**src/inc/sssl_defines.vh**
```
// Constants shared by the start/stop and command source logic
`ifndef SSSL_DEFINES_VH
`define SSSL_DEFINES_VH
`define SSSL_SRC_TERMINAL 1'b0
`define SSSL_SRC_KEYPAD 1'b1
`define SSSL_DI2_FUNC_W 2
`define SSSL_DI2_FUNC_NONE 2'h0
`define SSSL_DI2_FUNC_LOCREM 2'h1
`define SSSL_DI2_FUNC_STOP 2'h2
`define SSSL_SYNC_W 3
`define SSSL_SYNC_START 0
`define SSSL_SYNC_STOP 1
`define SSSL_SYNC_DI2 2
`define SSSL_ST_W 3
`define SSSL_ST_IDLE 3'h1
`define SSSL_ST_RUN2 3'h2
`define SSSL_ST_RUN3 3'h4
`endif

```
**src/verilog/sssl_start_stop.v**
```verilog
// Run-command logic: two/three-wire start/stop and command source selection
`timescale 1ns/10ps
`default_nettype none
`include "sssl_defines.vh"
// What this block does
// Two-wire: run while start level held
// Three-wire: latch on start, drop on stop low
// Start edge picks three-wire if stop high
// Input two energized selects remote source
// Keypad source uses keypad, terminal uses input
// Installer sets hand/off/auto source settings
// Wiring holds stop high hand, low auto
// Requests from unselected source are ignored
module sssl_start_stop (
  input wire clock, // System clock, 20 MHz
  input wire resetn, // Asynchronous reset, active low
  input wire start_pin, // Start digital input (pin)
  input wire stop_pin, // Stop digital input (pin), high = not stopping
  input wire source_select_input, // Digital input 2 (pin)
  input wire stop_pin_assigned, // Stop pin carries the stop function
  input wire [`SSSL_DI2_FUNC_W-1:0] input_two_function_setting, // Input 2 function
  input wire local_source_setting, // Local source: 0 terminal, 1 keypad
  input wire remote_source_setting, // Remote source: 0 terminal, 1 keypad
  input wire keypad_start, // Keypad start request, one-cycle pulse
  input wire keypad_stop, // Keypad stop request, one-cycle pulse
  output reg run_out, // Run command to the starter
  output reg three_wire_out, // High while three-wire behaviour is in use
  output reg remote_active_out, // High while the remote source is selected
  output reg keypad_active_out // High while the keypad is the active source
);
  // One-hot state codes
  localparam [`SSSL_ST_W-1:0] ST_IDLE = `SSSL_ST_IDLE;
  localparam [`SSSL_ST_W-1:0] ST_RUN2 = `SSSL_ST_RUN2;
  localparam [`SSSL_ST_W-1:0] ST_RUN3 = `SSSL_ST_RUN3;

  wire [`SSSL_SYNC_W-1:0] pins_raw;
  wire [`SSSL_SYNC_W-1:0] pins_sync;
  wire start_s;
  wire stop_s;
  wire di2_s;
  wire start_rise;
  wire term_active;

  reg start_prev_q;
  reg [`SSSL_ST_W-1:0] state_q;
  reg [`SSSL_ST_W-1:0] state_d;
  reg di2_is_locrem;
  reg di2_is_stop;
  reg remote_sel;
  reg src_keypad;
  reg stop_func_present;
  reg stop_high;
  reg term_start_req;
  reg term_level_lost;
  reg term_stop_req;
  reg kp_start_req;
  reg kp_stop_req;

  // Pin inputs pass two flops before any logic reads them
  assign pins_raw[`SSSL_SYNC_START] = start_pin;
  assign pins_raw[`SSSL_SYNC_STOP] = stop_pin;
  assign pins_raw[`SSSL_SYNC_DI2] = source_select_input;

  sssl_sync #(
    .WIDTH(`SSSL_SYNC_W)
  ) u_sync (
    .clock(clock),
    .resetn(resetn),
    .din(pins_raw),
    .dout(pins_sync)
  );

  assign start_s = pins_sync[`SSSL_SYNC_START];
  assign stop_s = pins_sync[`SSSL_SYNC_STOP];
  assign di2_s = pins_sync[`SSSL_SYNC_DI2];

  // A start edge is judged on the synchronised level only
  assign start_rise = start_s & ~start_prev_q;

  always @* begin
    di2_is_locrem = (input_two_function_setting == `SSSL_DI2_FUNC_LOCREM);
    di2_is_stop = (input_two_function_setting == `SSSL_DI2_FUNC_STOP);
  end

  // Energised input two selects the remote source
  always @* begin
    remote_sel = di2_is_locrem & di2_s;
    if (remote_sel) begin
      src_keypad = remote_source_setting;
    end else begin
      src_keypad = local_source_setting;
    end
  end

  // Every input that carries the stop function must be high; any one low stops
  always @* begin
    stop_func_present = stop_pin_assigned | di2_is_stop;
    stop_high = stop_func_present;
    if (stop_pin_assigned && !stop_s) begin
      stop_high = 1'b0;
    end
    if (di2_is_stop && !di2_s) begin
      stop_high = 1'b0;
    end
  end

  assign term_active = (src_keypad == `SSSL_SRC_TERMINAL);

  // Terminal requests, ignored while the keypad is the active source
  always @* begin
    term_start_req = 1'b0;
    term_level_lost = 1'b0;
    term_stop_req = 1'b0;
    if (term_active) begin
      term_start_req = start_rise;
      term_level_lost = ~start_s;
      term_stop_req = stop_func_present & ~stop_high;
    end
  end

  // Keypad requests, ignored while the terminal is the active source
  always @* begin
    kp_start_req = 1'b0;
    kp_stop_req = 1'b0;
    if (!term_active) begin
      kp_start_req = keypad_start & ~keypad_stop;
      kp_stop_req = keypad_stop;
    end
  end

  always @* begin
    state_d = state_q;
    case (state_q)
      ST_IDLE: begin
        if (kp_start_req) begin
          // Keypad starts are always latched
          state_d = ST_RUN3;
        end else if (term_start_req) begin
          if (stop_high) begin
            state_d = ST_RUN3;
          end else begin
            state_d = ST_RUN2;
          end
        end
      end
      ST_RUN2: begin
        if (!term_active) begin
          // A maintained level cannot come from the keypad
          state_d = ST_IDLE;
        end else if (term_level_lost) begin
          state_d = ST_IDLE;
        end
      end
      ST_RUN3: begin
        if (kp_stop_req) begin
          state_d = ST_IDLE;
        end else if (term_stop_req) begin
          state_d = ST_IDLE;
        end else if (term_active && !stop_func_present) begin
          // No stop input left: fall back to following the start level
          if (start_s) begin
            state_d = ST_RUN2;
          end else begin
            state_d = ST_IDLE;
          end
        end
      end
      default: begin
        state_d = ST_IDLE;
      end
    endcase
  end

  always @(posedge clock or negedge resetn) begin
    if (!resetn) begin
      state_q <= ST_IDLE;
    end else begin
      state_q <= state_d;
    end
  end

  always @(posedge clock or negedge resetn) begin
    if (!resetn) begin
      start_prev_q <= 1'b0;
    end else begin
      start_prev_q <= start_s;
    end
  end

  // Run command
  always @(posedge clock or negedge resetn) begin
    if (!resetn) begin
      run_out <= 1'b0;
    end else begin
      run_out <= (state_d != ST_IDLE);
    end
  end

  // Latched behaviour in use
  always @(posedge clock or negedge resetn) begin
    if (!resetn) begin
      three_wire_out <= 1'b0;
    end else begin
      three_wire_out <= (state_d == ST_RUN3);
    end
  end

  // Remote source in use
  always @(posedge clock or negedge resetn) begin
    if (!resetn) begin
      remote_active_out <= 1'b0;
    end else begin
      remote_active_out <= remote_sel;
    end
  end

  // Keypad is the active source
  always @(posedge clock or negedge resetn) begin
    if (!resetn) begin
      keypad_active_out <= 1'b0;
    end else begin
      keypad_active_out <= src_keypad;
    end
  end

endmodule // sssl_start_stop
`default_nettype wire

```
**src/verilog/sssl_sync.v**
```verilog
// Two-flop synchroniser for a group of pin inputs
`timescale 1ns/10ps
`default_nettype none
module sssl_sync #(
  parameter WIDTH = 4
) (
  input wire clock, // System clock
  input wire resetn, // Asynchronous reset, active low
  input wire [WIDTH-1:0] din, // Asynchronous inputs
  output wire [WIDTH-1:0] dout // Synchronised outputs
);
  genvar i;
  generate
    for (i = 0; i < WIDTH; i = i + 1) begin : g_bit
      // Each bit owns its flops, so no vector has several driving blocks
      reg meta_q;
      reg sync_q;
      always @(posedge clock or negedge resetn) begin
        if (!resetn) begin
          meta_q <= 1'b0;
          sync_q <= 1'b0;
        end else begin
          meta_q <= din[i];
          sync_q <= meta_q;
        end
      end
      assign dout[i] = sync_q;
    end
  endgenerate
endmodule // sssl_sync
`default_nettype wire

```
**config.mk**
```make
export PLATFORM = sky130hd
export DESIGN_NAME = sssl_start_stop
export DESIGN_NICKNAME = d
export VERILOG_FILES = /design/src/verilog/sssl_start_stop.v /design/src/verilog/sssl_sync.v
export VERILOG_INCLUDE_DIRS = /design/src /design/src/inc
export SDC_FILE = /design/constraint.sdc
export NUM_CORES = 1
export LEC_CHECK = 0
export BUFFER_PORTS_ARGS = -buffer_cell sky130_fd_sc_hd__buf_2
export CORE_UTILIZATION = 35
export CTS_BUF_LIST = sky130_fd_sc_hd__clkbuf_4 sky130_fd_sc_hd__clkbuf_8
export CTS_CLUSTER_SIZE = 30
export DETAILED_ROUTE_END_ITERATION = 12
export GPL_ROUTABILITY_DRIVEN = 0
export GPL_TIMING_DRIVEN = 0
export PLACE_DENSITY = 0.61
export SYNTH_ARGS = -nofsm -noshare
export SYNTH_HDL_FRONTEND = slang
export SYNTH_HIERARCHICAL = 1
export SYNTH_SLANG_ARGS = --single-unit
```
**constraint.sdc**
```tcl
create_clock -name clock -period 1.55 [get_ports clock]
set_input_delay 0.31 -clock clock [delete_from_list [all_inputs] [get_ports clock]]
set_output_delay 0.31 -clock clock [all_outputs]
set_load 0.02 [all_outputs]
```
### Yosys cells after proc, flatten, opt, wreduce, memory -nomap -nowiden

Cells that the tools add are included.

| storage, ports and cells | value |
|---|---|
| logic and storage cells | 53 |
| register bits after elaboration | 14 |
| output and inout bits | 4 |
| input port bits | 12 |

| cells by class | value |
|---|---|
| bitwise logic cells | 10 |
| reduce and logical (&&, ||, !) cells | 6 |
| multiplexer cells | 18 |
| equality and inequality tests | 7 |

Operator list:

| kind | count |
|---|---|
| 2-to-1 mux 3 bit | 8 |
| one-hot mux 3 bit (3 select lines) | 1 |
| 2-to-1 mux 1 bit | 8 |
| == test 3 bit, second input constant | 2 |
| inverter 1 bit | 5 |
| AND 1 bit | 4 |
| == test 3 x 1 -> 1 bit, second input constant | 1 |
| == test 3 x 2 -> 1 bit, second input constant | 1 |
| logical AND 1 bit | 3 |
| zero test 1 bit | 3 |
| != test 3 x 1 -> 1 bit, second input constant | 1 |
| == test 2 x 1 -> 1 bit, second input constant | 1 |
| == test 2 bit, second input constant | 1 |
| 2-to-1 mux 2 bit | 1 |
| bitwise OR 1 bit | 1 |

### Depth between registers and ports, before layout

Gate-level depths: netlist of run 1.

| depth | value |
|---|---|
| word-level depth | 11 |
| gate-level depth with buffers | 6 |
| gate-level depth less buffers | 5 |

### By module

Netlist of run 1, hierarchy kept.

Modules (own cells, without submodules):

| module | cells each | seq. area each (um^2) | area each (um^2) | times used |
|---|---|---|---|---|
| sssl_start_stop | 41 | 201.4 | 483.0 | 1 |
| sssl_sync | 9 | 150.1 | 172.7 | 1 |

### Least setup slack after synthesis of run 1

OpenSTA, ideal clock, no wires.

| timing | value |
|---|---|
| path type | register -> register |
| from | register u_sync.g_bit[2].sync_q |
| to | register run_out |
| stages on the path, launching flop included | 7 |
| path buffers | 1 |
| data arrival time | 1383 ps |
| required time | 1415 ps |
| path slack | 32 ps |
| setup time | 135 ps |
| path through | dfrtp_1 -> buf_4 -> or3b_2 -> o211ai_1 -> mux2i_1 -> nand3b_1 -> a31oi_1 |

| on the way | value |
|---|---|
| cells in the longest elaborated chain, start to end | 10 |
| elaborated cells on any way between the ends | 24 |
| classes of those cells | eq/ne (1); mux (16); bitwise (4); reduce/logical (3) |

Ends and longest elaborated chain:

| what | RTL line | RTL |
|---|---|---|
| from (decl) | sssl_sync.v:17 | `reg sync_q;` |
| from (signal assigned) | sssl_sync.v:24 | `sync_q <= meta_q;` |
| zero test 1 bit | sssl_start_stop.v:102 | `if (di2_is_stop && !di2_s) begin` |
| logical AND 1 bit | sssl_start_stop.v:102 |  |
| 2-to-1 mux 1 bit | sssl_start_stop.v:102 |  |
| inverter 1 bit | sssl_start_stop.v:117 | `term_stop_req = stop_func_present & ~stop_high;` |
| AND 1 bit | sssl_start_stop.v:117 |  |
| 2-to-1 mux 1 bit | sssl_start_stop.v:114 | `if (term_active) begin` |
| 2-to-1 mux 3 bit | sssl_start_stop.v:157 | `end else if (term_stop_req) begin` |
| 2-to-1 mux 3 bit | sssl_start_stop.v:155 | `if (kp_stop_req) begin` |
| one-hot mux 3 bit (3 select lines) * | sssl_start_stop.v:133 | `case (state_q)` |
| != test 3 x 1 -> 1 bit * | sssl_start_stop.v:195 | `run_out <= (state_d != ST_IDLE);` |
| to (signal assigned) | sssl_start_stop.v:195 |  |
| to (decl) | sssl_start_stop.v:26 | `output reg run_out,` |

Mark *: on every way between the ends. The rest lies on a longest branch, timed or not.

### Final worst setup path of run 1

| timing | value |
|---|---|
| from | register u_sync.g_bit[2].sync_q |
| to | register state_q[0] |

| on the way | value |
|---|---|
| elaborated cells on any way between the ends | 22 |
| classes of those cells | mux (15); bitwise (4); reduce/logical (3) |

RTL lines:

| what | RTL line | RTL |
|---|---|---|
| AND 1 bit * | sssl_start_stop.v:87 | `remote_sel = di2_is_locrem & di2_s;` |
| 2-to-1 mux 1 bit * | sssl_start_stop.v:88 | `if (remote_sel) begin` |
| net src_keypad | sssl_start_stop.v:50 | `reg src_keypad;` |
| inverter 1 bit (no source line) | n/a |  |
| logical AND 1 bit | sssl_start_stop.v:159 | `end else if (term_active && !stop_func_present) begin` |
| 2-to-1 mux 3 bit | sssl_start_stop.v:159 |  |
| 2-to-1 mux 3 bit | sssl_start_stop.v:157 |  |
| 2-to-1 mux 3 bit | sssl_start_stop.v:155 |  |
| one-hot mux 3 bit (3 select lines) * | sssl_start_stop.v:133 |  |
| net state_d[0] | sssl_start_stop.v:46 | `` reg [`SSSL_ST_W-1:0] state_d; `` |
| to (signal assigned) | sssl_start_stop.v:178 | `state_q <= state_d;` |
| to (decl) | sssl_start_stop.v:45 | `` reg [`SSSL_ST_W-1:0] state_q; `` |

Mark *: on every way through the listed nets, which the timed path passes. The rest lies on a longest branch.

==> metrics.txt, run 1 <==
dominant cell type by area after synthesis=dfrtp_1; critical path class=flip-flop to flip-flop; Residual DRC=0; DR iter-0 viols=1; most frequent cells in the layout=buf_2 (15), dfrtp_1 (12), buf_4 (4), nand2b_1 (3), clkbuf_4 (3); # Max-Cap Violations=0; CTS Buf Count=3; min Tclk post-route=1.54 ns; routed length per instance=approximately 11 µm; Post-DP HPWL=about 780 µm; core area=1750 µm²; RSZ-0062 raised after global routing=true; peak supply drop=about 0.66 mV; Clock Skew=roughly 0.003 ns; layout filler cell count=about 160; setup violators final=0; reg2reg end=state_q[0]; max-slew violation count=0; Worst EP required=1.76 ns; Slew @ Worst Pin=between 0.3 and 0.4 ns; largest net degree at the start of global routing=15; R2R Path Start=u_sync/g_bit[2].sync_q; reg2reg setup slack=0.007 ns; Final Hold Fails=0; Clock Path Buffers=2; Yosys top cell area share=0.496; vias in the first global route=approximately 430; first-pass GRT wire length=between 1.5 and 2 mm; Worst EP arrival=between 1.5 and 2 ns; Die Ht=45.3 µm; Via density=4.76; CP Launch Type=flip-flop; CP endpoint kind=flip-flop; Post-Syn Area per Cell=between 10 and 15 µm²; Clock Tree Root=clkbuf_4; drt pass-1 iters=2; share of cells above drive strength 1=0.535; Syn-to-layout area delta=31.3%; final hold slack=0.144 ns; Chip Width=45.3 µm; Post-DRT Antenna Nets=0; worst hold path type=input pin to flip-flop; Clk pin slew, worst setup/hold paths=0.07 ns; post-layout util=0.493; I/O Pins=16; Post-Route WL=1.05 mm; initial antenna violation count=0; Syn. warnings=6; post-synthesis sequential area ratio=0.536; cells after synthesis=50; clk_lat worst skew=roughly 0.26 ns; # diodes=0; commonest non-fill, non-tap cell in the layout=buf_2; nets=84; P_leak=slightly below 0.4 nW; final worst path period share=0.996; hold path start=source_select_input; Slew HR=0.776; status=finished, final reports clean; Synth Register Bits=14; Syn Nets=62; Distinct cells, synth=30; Initial Utilization=0.376; Via Count=about 460; row count=15; worst reg-to-reg path cell count=5; CTS tree=done; CP Max Fanout=7; CTS H-tree lvls=1; Post-Syn Area=656 µm²; Total GRT Usage=0.120; hold depth=1; global route overflow=0; Worst Hold End=u_sync/g_bit[2].meta_q; IO Port Bufs=15; Pwr Density=1100 nW/µm²; Synth area leaders=dfrtp_1 (50%), dfstp_2 (4.0%), buf_4 (3.4%), nand3b_4 (3.1%), nand2b_1 (2.9%); max frequency=~650 MHz; Clock Sinks=14; die area=just over 2000 µm²
per-stage QoR:
stage                     cells  total power [mW]  worst slack [ns]  area (µm²)  TNS [ns]
after global routing         96              1.01           -0.0771         861    -0.212
final                        96             0.947           0.00662         861         0
after detailed placement     90             0.675            -0.104         762    -0.346
after global placement       90             0.670            -0.103         762    -0.379
after floorplan              50             0.606            0.0320         656         0
after CTS                    95             0.956           -0.0223         842   -0.0486
how the worst max path moves through the flow:
| stage | from | to | slack, ns | depth (start not counted) |
|---|---|---|---|---|
| CTS | u_sync/g_bit[2].sync_q | state_q[0] | -0.02 | 5 |
| detailed placement | input_two_function_setting[1] | run_out | -0.10 | 6 |
| finish | u_sync/g_bit[2].sync_q | state_q[0] | 0.007 | 5 |
| floorplan | u_sync/g_bit[2].sync_q | run_out | 0.03 | 6 |
| global route | u_sync/g_bit[2].sync_q | state_q[0] | -0.08 | 5 |
| global placement | u_sync/g_bit[2].sync_q | run_out | -0.10 | 6 |
cells in the mapped netlist (all sizes together):
library cell	count
nand3	1
or3b	1
dfstp	1
o21ai	2
nand3b	2
a211oi	1
dfrtp	13
nor3b	2
o31ai	1
nor2	2
o21bai	1
a31o	1
buf	3
and2b	1
nand2b	3
a31oi	1
inv	2
mux2i	1
o211ai	1
and3b	1
o41ai	1
nor4b	3
and4bb	1
mux2	1
a311oi	1
a21oi	2
critical path, stage by stage (launching register included):
cell and delay (ns):
dfrtp_2 0.45, nand3b_4 0.09, mux2_4 0.37, and3b_4 0.22, o41ai_4 0.22, a31o_1 0.14
routing by layer:
layer	routed length [µm]	vias up	track usage
met3	26	2	0.0120
met4	18	0	0.127
met2	527	6	0.188
met1	477	221	0.138
met5	0	-	0
li1	-	228	-
kinds of logic after synthesis:
kind of cell           count (synthesis)  share of synthesized area
AND/OR/NAND/NOR                       17                      0.235
flip-flops                            14                      0.536
AO/OA/AOI/OAI                         12                      0.145
buffers and inverters                  5                     0.0458
multiplexers                           2                     0.0382
state kept, by name, summed over array words and instances, names as in the netlist:
signal	flops
keypad_active_out	1
remote_active_out	1
run_out	1
start_prev_q	1
state_q	3
three_wire_out	1
u_sync/g_bit.meta_q	3
u_sync/g_bit.sync_q	3
layout make-up:
class	count	area, µm²	share of cell area
sequential	14	353	0.410
multi-input combinational	31	318	0.369
timing repair buffer	18	100	0.116
clock buffer	4	36.3	0.0422
tap	25	31.3	0.0363
buffer	2	15.0	0.0174
inverter	2	7.51	0.00872
what timing repair did:
item                                    4_1_cts  5_1_grt
endpoints found under the setup margin        5        4
hold buffers                                  1        0
endpoints found under the hold margin        13        0
gates resized for setup                       5        3
pin swaps                                     4        1
setup buffers                                 1        1
where the power goes:
group          switching [mW]  internal [mW]
logic                   0.123          0.122
clock network          0.0989          0.143
registers              0.0391          0.421
Power figures use the tool's default switching activity.
==> run 2, diff against run 1 <==
--- a/config.mk
+++ b/config.mk
@@ -11,3 +11,3 @@
 export CTS_BUF_LIST = sky130_fd_sc_hd__clkbuf_4 sky130_fd_sc_hd__clkbuf_8
-export CTS_CLUSTER_SIZE = 30
+export CTS_CLUSTER_SIZE = 25
 export DETAILED_ROUTE_END_ITERATION = 12
==> constraint.sdc (replaced) <==
create_clock -name clock -period 1.55 [get_ports clock]
set_input_delay 0.465 -clock clock [delete_from_list [all_inputs] [get_ports clock]]
set_output_delay 0.465 -clock clock [all_outputs]
set_load 0.02 [all_outputs]
==> run 2 against run 1 <==
Net effect:
- global-route usage rose by 0.61 points
- critical path type unchanged
- critical path depth did not move
- highest routed layer unchanged
- worst hold slack worse by 0.072 ns
==> metrics.txt, run 2 (same netlist as run 1, synthesis figures left out) <==
status=finished, final reports clean; Post-DP HPWL=about 770 µm; min Tclk post-route=approximately 1.5 ns; post-layout util=0.477; clk_lat worst skew=about 0.27 ns; RSZ-0062 raised after global routing=true; setup TNS=0 ns; final non-filler cell total=between 90 and 100; share of cells above drive strength 1=0.507; Clk pin slew, worst setup/hold paths=0.08 ns; Die Ht=45.3 µm; leading registers by flop count=state_q: 3 flops, u_sync/g_bit.meta_q: 3 flops, u_sync/g_bit.sync_q: 3 flops; part of the power in combinational logic=0.253; Via Count=449; Clock Tree Root=clkbuf_4; CTS Hold Buffers Added=0; peak supply drop=0.520 mV; Internal=between 0.6 and 0.7 mW; drt pass-1 iters=4; max frequency=about 650 MHz; core area=1750 µm²; crit-path cells=nand3b_4 > mux2_4 > mux2i_1 > nand3b_1 > a31o_1; most frequent cells in the layout=buf_2 (15), dfrtp_1 (12), nand2b_1 (3), clkbuf_4 (3), buf_4 (3); row count=15; Post-Route WL=1.07 mm; max incr delay on CP=0.44 ns; Final Hold Fails=0; Slew @ Worst Pin=approximately 0.37 ns; global route overflow=0; Clock Path Buffers=2; worst hold path type=input pin to asynchronous set/reset pin; Initial Utilization=0.376; Flop pwr share=0.485; largest net degree at the start of global routing=15; Pwr Density=between 1000 and 1500 nW/µm²; R2R Path Start=u_sync/g_bit[2].sync_q; final worst path period share=0.996; initial antenna violation count=0; P_leak=0.382 nW; DR iter-0 viols=5; Critical Path Source=u_sync/g_bit[2].sync_q; CTS Buf Count=3; Clock Skew=0.00159 ns; Syn-to-layout area delta=27.1%; nets=82; # diodes=0; first-pass GRT wire length=1.82 mm; IO Port Bufs=15; CTS H-tree lvls=1; Chip Width=roughly 45 µm; Via density=roughly 4.8; max-slew violation count=0; routed length per instance=~11 µm; Slew HR=0.756; Worst path slowest cell=dfrtp_2; CP endpoint kind=flip-flop; vias in the first global route=439; clock network fraction of design power=0.263; Total GRT Usage=0.127; Post-DRT Antenna Nets=0; CP Max Fanout=7; Worst EP arrival=1.75 ns; commonest non-fill, non-tap cell in the layout=buf_2; switching power total=roughly 0.26 mW; Residual DRC=0; setup violators final=0; # Max-Cap Violations=0; Clock Sinks=14; die area=2050 µm²; CTS tree=done; Net Sw Frac=0.280; critical path class=flip-flop to flip-flop; Worst EP required=about 1.8 ns; Placed Instances=90; I/O Pins=16; CP Launch Type=flip-flop
## run 2: critical path, delay by kind of cell (launching register included)
kind | cells | cell delay, ns
compound gates | 1 | 0.25
flops | 1 | 0.44
mux | 2 | 0.54
simple gates | 2 | 0.26
## run 2: cell type report
cell class	count	area (µm²)
Tap cell	25	31.3
Sequential cell	14	353
Buffer	2	15.0
Timing Repair Buffer	16	82.6
Fill cell	168	912
Multi-Input combinational cell	31	308
Clock buffer	4	36.3
Inverter	2	7.51
## run 2: repair_timing
item                       CTS  global route
buffers inserted             1             0
gates resized for setup      4             1
gates cloned                 0             0
pin swaps                    6             0
setup endpoints to repair    4             5
## run 2: final timing paths
| check | endpoint | slack, ns | depth (start not counted) |
|---|---|---|---|
| worst max-delay path | state_q[0] | 0.007 | 5 |
| worst min-delay path | three_wire_out | 0.07 | 1 |
| worst max register to register | state_q[0] | 0.007 | 5 |
| worst min register to register | u_sync/g_bit[2].sync_q | 0.35 | 0 |
| max in group asynchronous | state_q[0] | 1.20 | 1 |
| min in group clock | u_sync/g_bit[1].meta_q | 0.30 | 1 |
## run 2: metrics by stage
stage               power (mW)  hold WS, ns  worst slack [ns]  area, µm²
finish                   0.943       0.0723           0.00657        833
global route              1.00       0.0829           -0.0988        833
CTS                      0.958       0.0688           -0.0107        832
detailed placement       0.676        0.337            -0.265        767
global placement         0.672        0.333            -0.245        767
floorplan                0.607        0.169           -0.0145        661
## run 2: power by group through the flow
stage                     Combinational [mW]  Clock [mW]  Sequential [mW]
final                                  0.238       0.248            0.457
after global routing                   0.260       0.275            0.465
after CTS                              0.239       0.260            0.458
after detailed placement               0.216           0            0.459
after global placement                 0.214           0            0.458
after floorplan                        0.129           0            0.478
## run 2: layer usage
layer	global-route usage	vias up	routed length [µm]
met2	0.188	7	503
met4	0.103	0	14
met3	0.0160	2	25
li1	-	220	-
met5	0	-	0
met1	0.164	220	520
==> run 3, diff against run 2 <==
- PLACE_DENSITY: 0.61 -> 0.59
- clock period: 1.55 -> 1.85 ns (I/O delays scaled with it)
==> run 3 against run 2 <==
Net effect:
- combinational power decreased by 24%
- non-clock buffer count is the same
- largest cell class unchanged
- critical endpoint unchanged
- sequential power decreased by 17%
- register-to-register slack better by 0.18 ns
==> metrics.txt, run 3 (same netlist as run 1, synthesis figures left out) <==
Clk pin slew, worst setup/hold paths=~0.090 ns; Clock Skew=approximately 0.005 ns; status=finished, final reports clean; CTS Hold Buffers Added=0; Via density=4.73; Clock Path Buffers=2; row count=15; Placed Instances=90; P_leak=around 0.37 nW; Post-DRT Antenna Nets=0; Slew HR=0.774; # diodes=0; Slew @ Worst Pin=approximately 0.34 ns; setup violators final=0; reg2reg end=state_q[0]; critical path class=flip-flop to flip-flop; leading registers by flop count=state_q: 3 flops, u_sync/g_bit.meta_q: 3 flops, u_sync/g_bit.sync_q: 3 flops; crit-path cells=buf_4 > nand3b_4 > mux2_4 > nor3b_1 > o21ai_1 > a31o_1; Residual DRC=0; CP Max Fanout=7; DP Worst Slack=-0.0802 ns; routed length per instance=12.0 µm; post-cts gate resize count=0; Chip Width=around 45 µm; DR iter-0 viols=4; Final Hold Fails=0; most frequent cells in the layout=buf_2 (15), dfrtp_1 (13), nand2b_1 (3), clkbuf_4 (3), buf_4 (3); max incr delay on CP=0.36 ns; Syn-to-layout area delta=21.8%; Flop pwr share=0.488; Post-CTS Setup Repair Bufs=0; Worst EP required=slightly above 2 ns; # Max-Cap Violations=0; largest net degree at the start of global routing=15; Post-DP HPWL=853 µm; CTS tree=done; CP endpoint kind=flip-flop; final worst path period share=0.898; RSZ-0062 raised after global routing=false; peak supply drop=0.474 mV; worst hold path type=input pin to asynchronous set/reset pin; R2R Path Start=u_sync/g_bit[2].sync_q; part of the power in combinational logic=0.234; commonest non-fill, non-tap cell in the layout=buf_2; reg2reg setup slack=0.19 ns; max-slew violation count=0; Worst path slowest cell=dfrtp_1; clk_lat worst skew=0.28 ns; die area=between 2000 and 2500 µm²; Setup WS post-layout=0.188 ns; nets=82; switching power total=0.221 mW; core area=roughly 1700 µm²; Post-Route WL=~1.1 mm; Total GRT Usage=0.128; Crit path max-delay family=compound AO/OA/AOI/OAI gates; Clock Sinks=14; drt pass-1 iters=3; global route overflow=0; CTS H-tree lvls=1; Net Sw Frac=0.284; IO Port Bufs=15; initial antenna violation count=0; share of cells above drive strength 1=0.478; Die Ht=approximately 45 µm; CTS Buf Count=3; CP bufs+invs=1; min Tclk post-route=approximately 1.7 ns; Clock Tree Root=clkbuf_4; I/O Pins=16; worst reg-to-reg path cell count=6; clock network fraction of design power=0.278; Initial Utilization=0.376; Pwr Density=between 900 and 1000 nW/µm²; final non-filler cell total=94; Internal=around 0.56 mW; max frequency=between 600 and 700 MHz; Worst EP arrival=around 1.9 ns; vias in the first global route=roughly 440; first-pass GRT wire length=between 1.5 and 2 mm; Via Count=445; CP Launch Type=flip-flop
==> run 3: cell count changes in the layout (fill, tap and decap cells not counted) <==
cell	delta
nor3b_4	-1
dfrtp_2	-1
or3b_2	+1
dfrtp_1	+1
nor3b_1	+1
o31ai_4	-1
o41ai_2	+1
o31ai_2	+1
o41ai_4	-1
or3b_4	-1
==> run 3: final cells by class <==
class                           instances  area, µm²
Clock buffer                            4       36.3
Inverter                                2       7.51
Sequential cell                        14        352
Tap cell                               25       31.3
Fill cell                             181        947
Timing Repair Buffer                   15       75.1
Buffer                                  3       22.5
Multi-Input combinational cell         31        274
==> run 3: worst max path at each step <==
stage / start / end / cells past startpoint
after floorplan: input_two_function_setting[1] / state_q[0] / 5
after global placement: input_two_function_setting[1] / state_q[0] / 6
after detailed placement: input_two_function_setting[1] / state_q[0] / 6
after CTS: u_sync/g_bit[2].sync_q / state_q[0] / 6
after global routing: u_sync/g_bit[2].sync_q / run_out / 6
final: u_sync/g_bit[2].sync_q / state_q[0] / 6
==> run 3: per-stage QoR <==
stage          hold slack (ns)  utilization  TNS, ns  cell area [µm²]  total power [mW]
5_1_grt                  0.173        0.457        0              798             0.813
6_report                 0.148        0.457        0              798             0.778
3_5_place_dp             0.338        0.437   -0.129              762             0.569
2_1_floorplan            0.259            -        0              656             0.507
3_3_place_gp             0.334        0.437  -0.0971              762             0.563
4_1_cts                  0.148        0.457        0              798             0.786
==> run 3: power by group through the flow <==
stage	combinational, mW	clock [mW]	sequential (mW)
2_1_floorplan	0.108	0	0.400
3_3_place_gp	0.179	0	0.385
3_5_place_dp	0.183	0	0.386
4_1_cts	0.183	0.223	0.380
5_1_grt	0.199	0.227	0.386
6_report	0.182	0.216	0.380
==> run 3: routing by layer <==
metal | GRT usage | share of wire | vias up
met5 | 0 | 0 | -
met4 | 0.109 | 0.013 | 0
li1 | - | - | 221
met2 | 0.194 | 0.50 | 9
met3 | 0.0240 | 0.035 | 2
met1 | 0.157 | 0.45 | 213
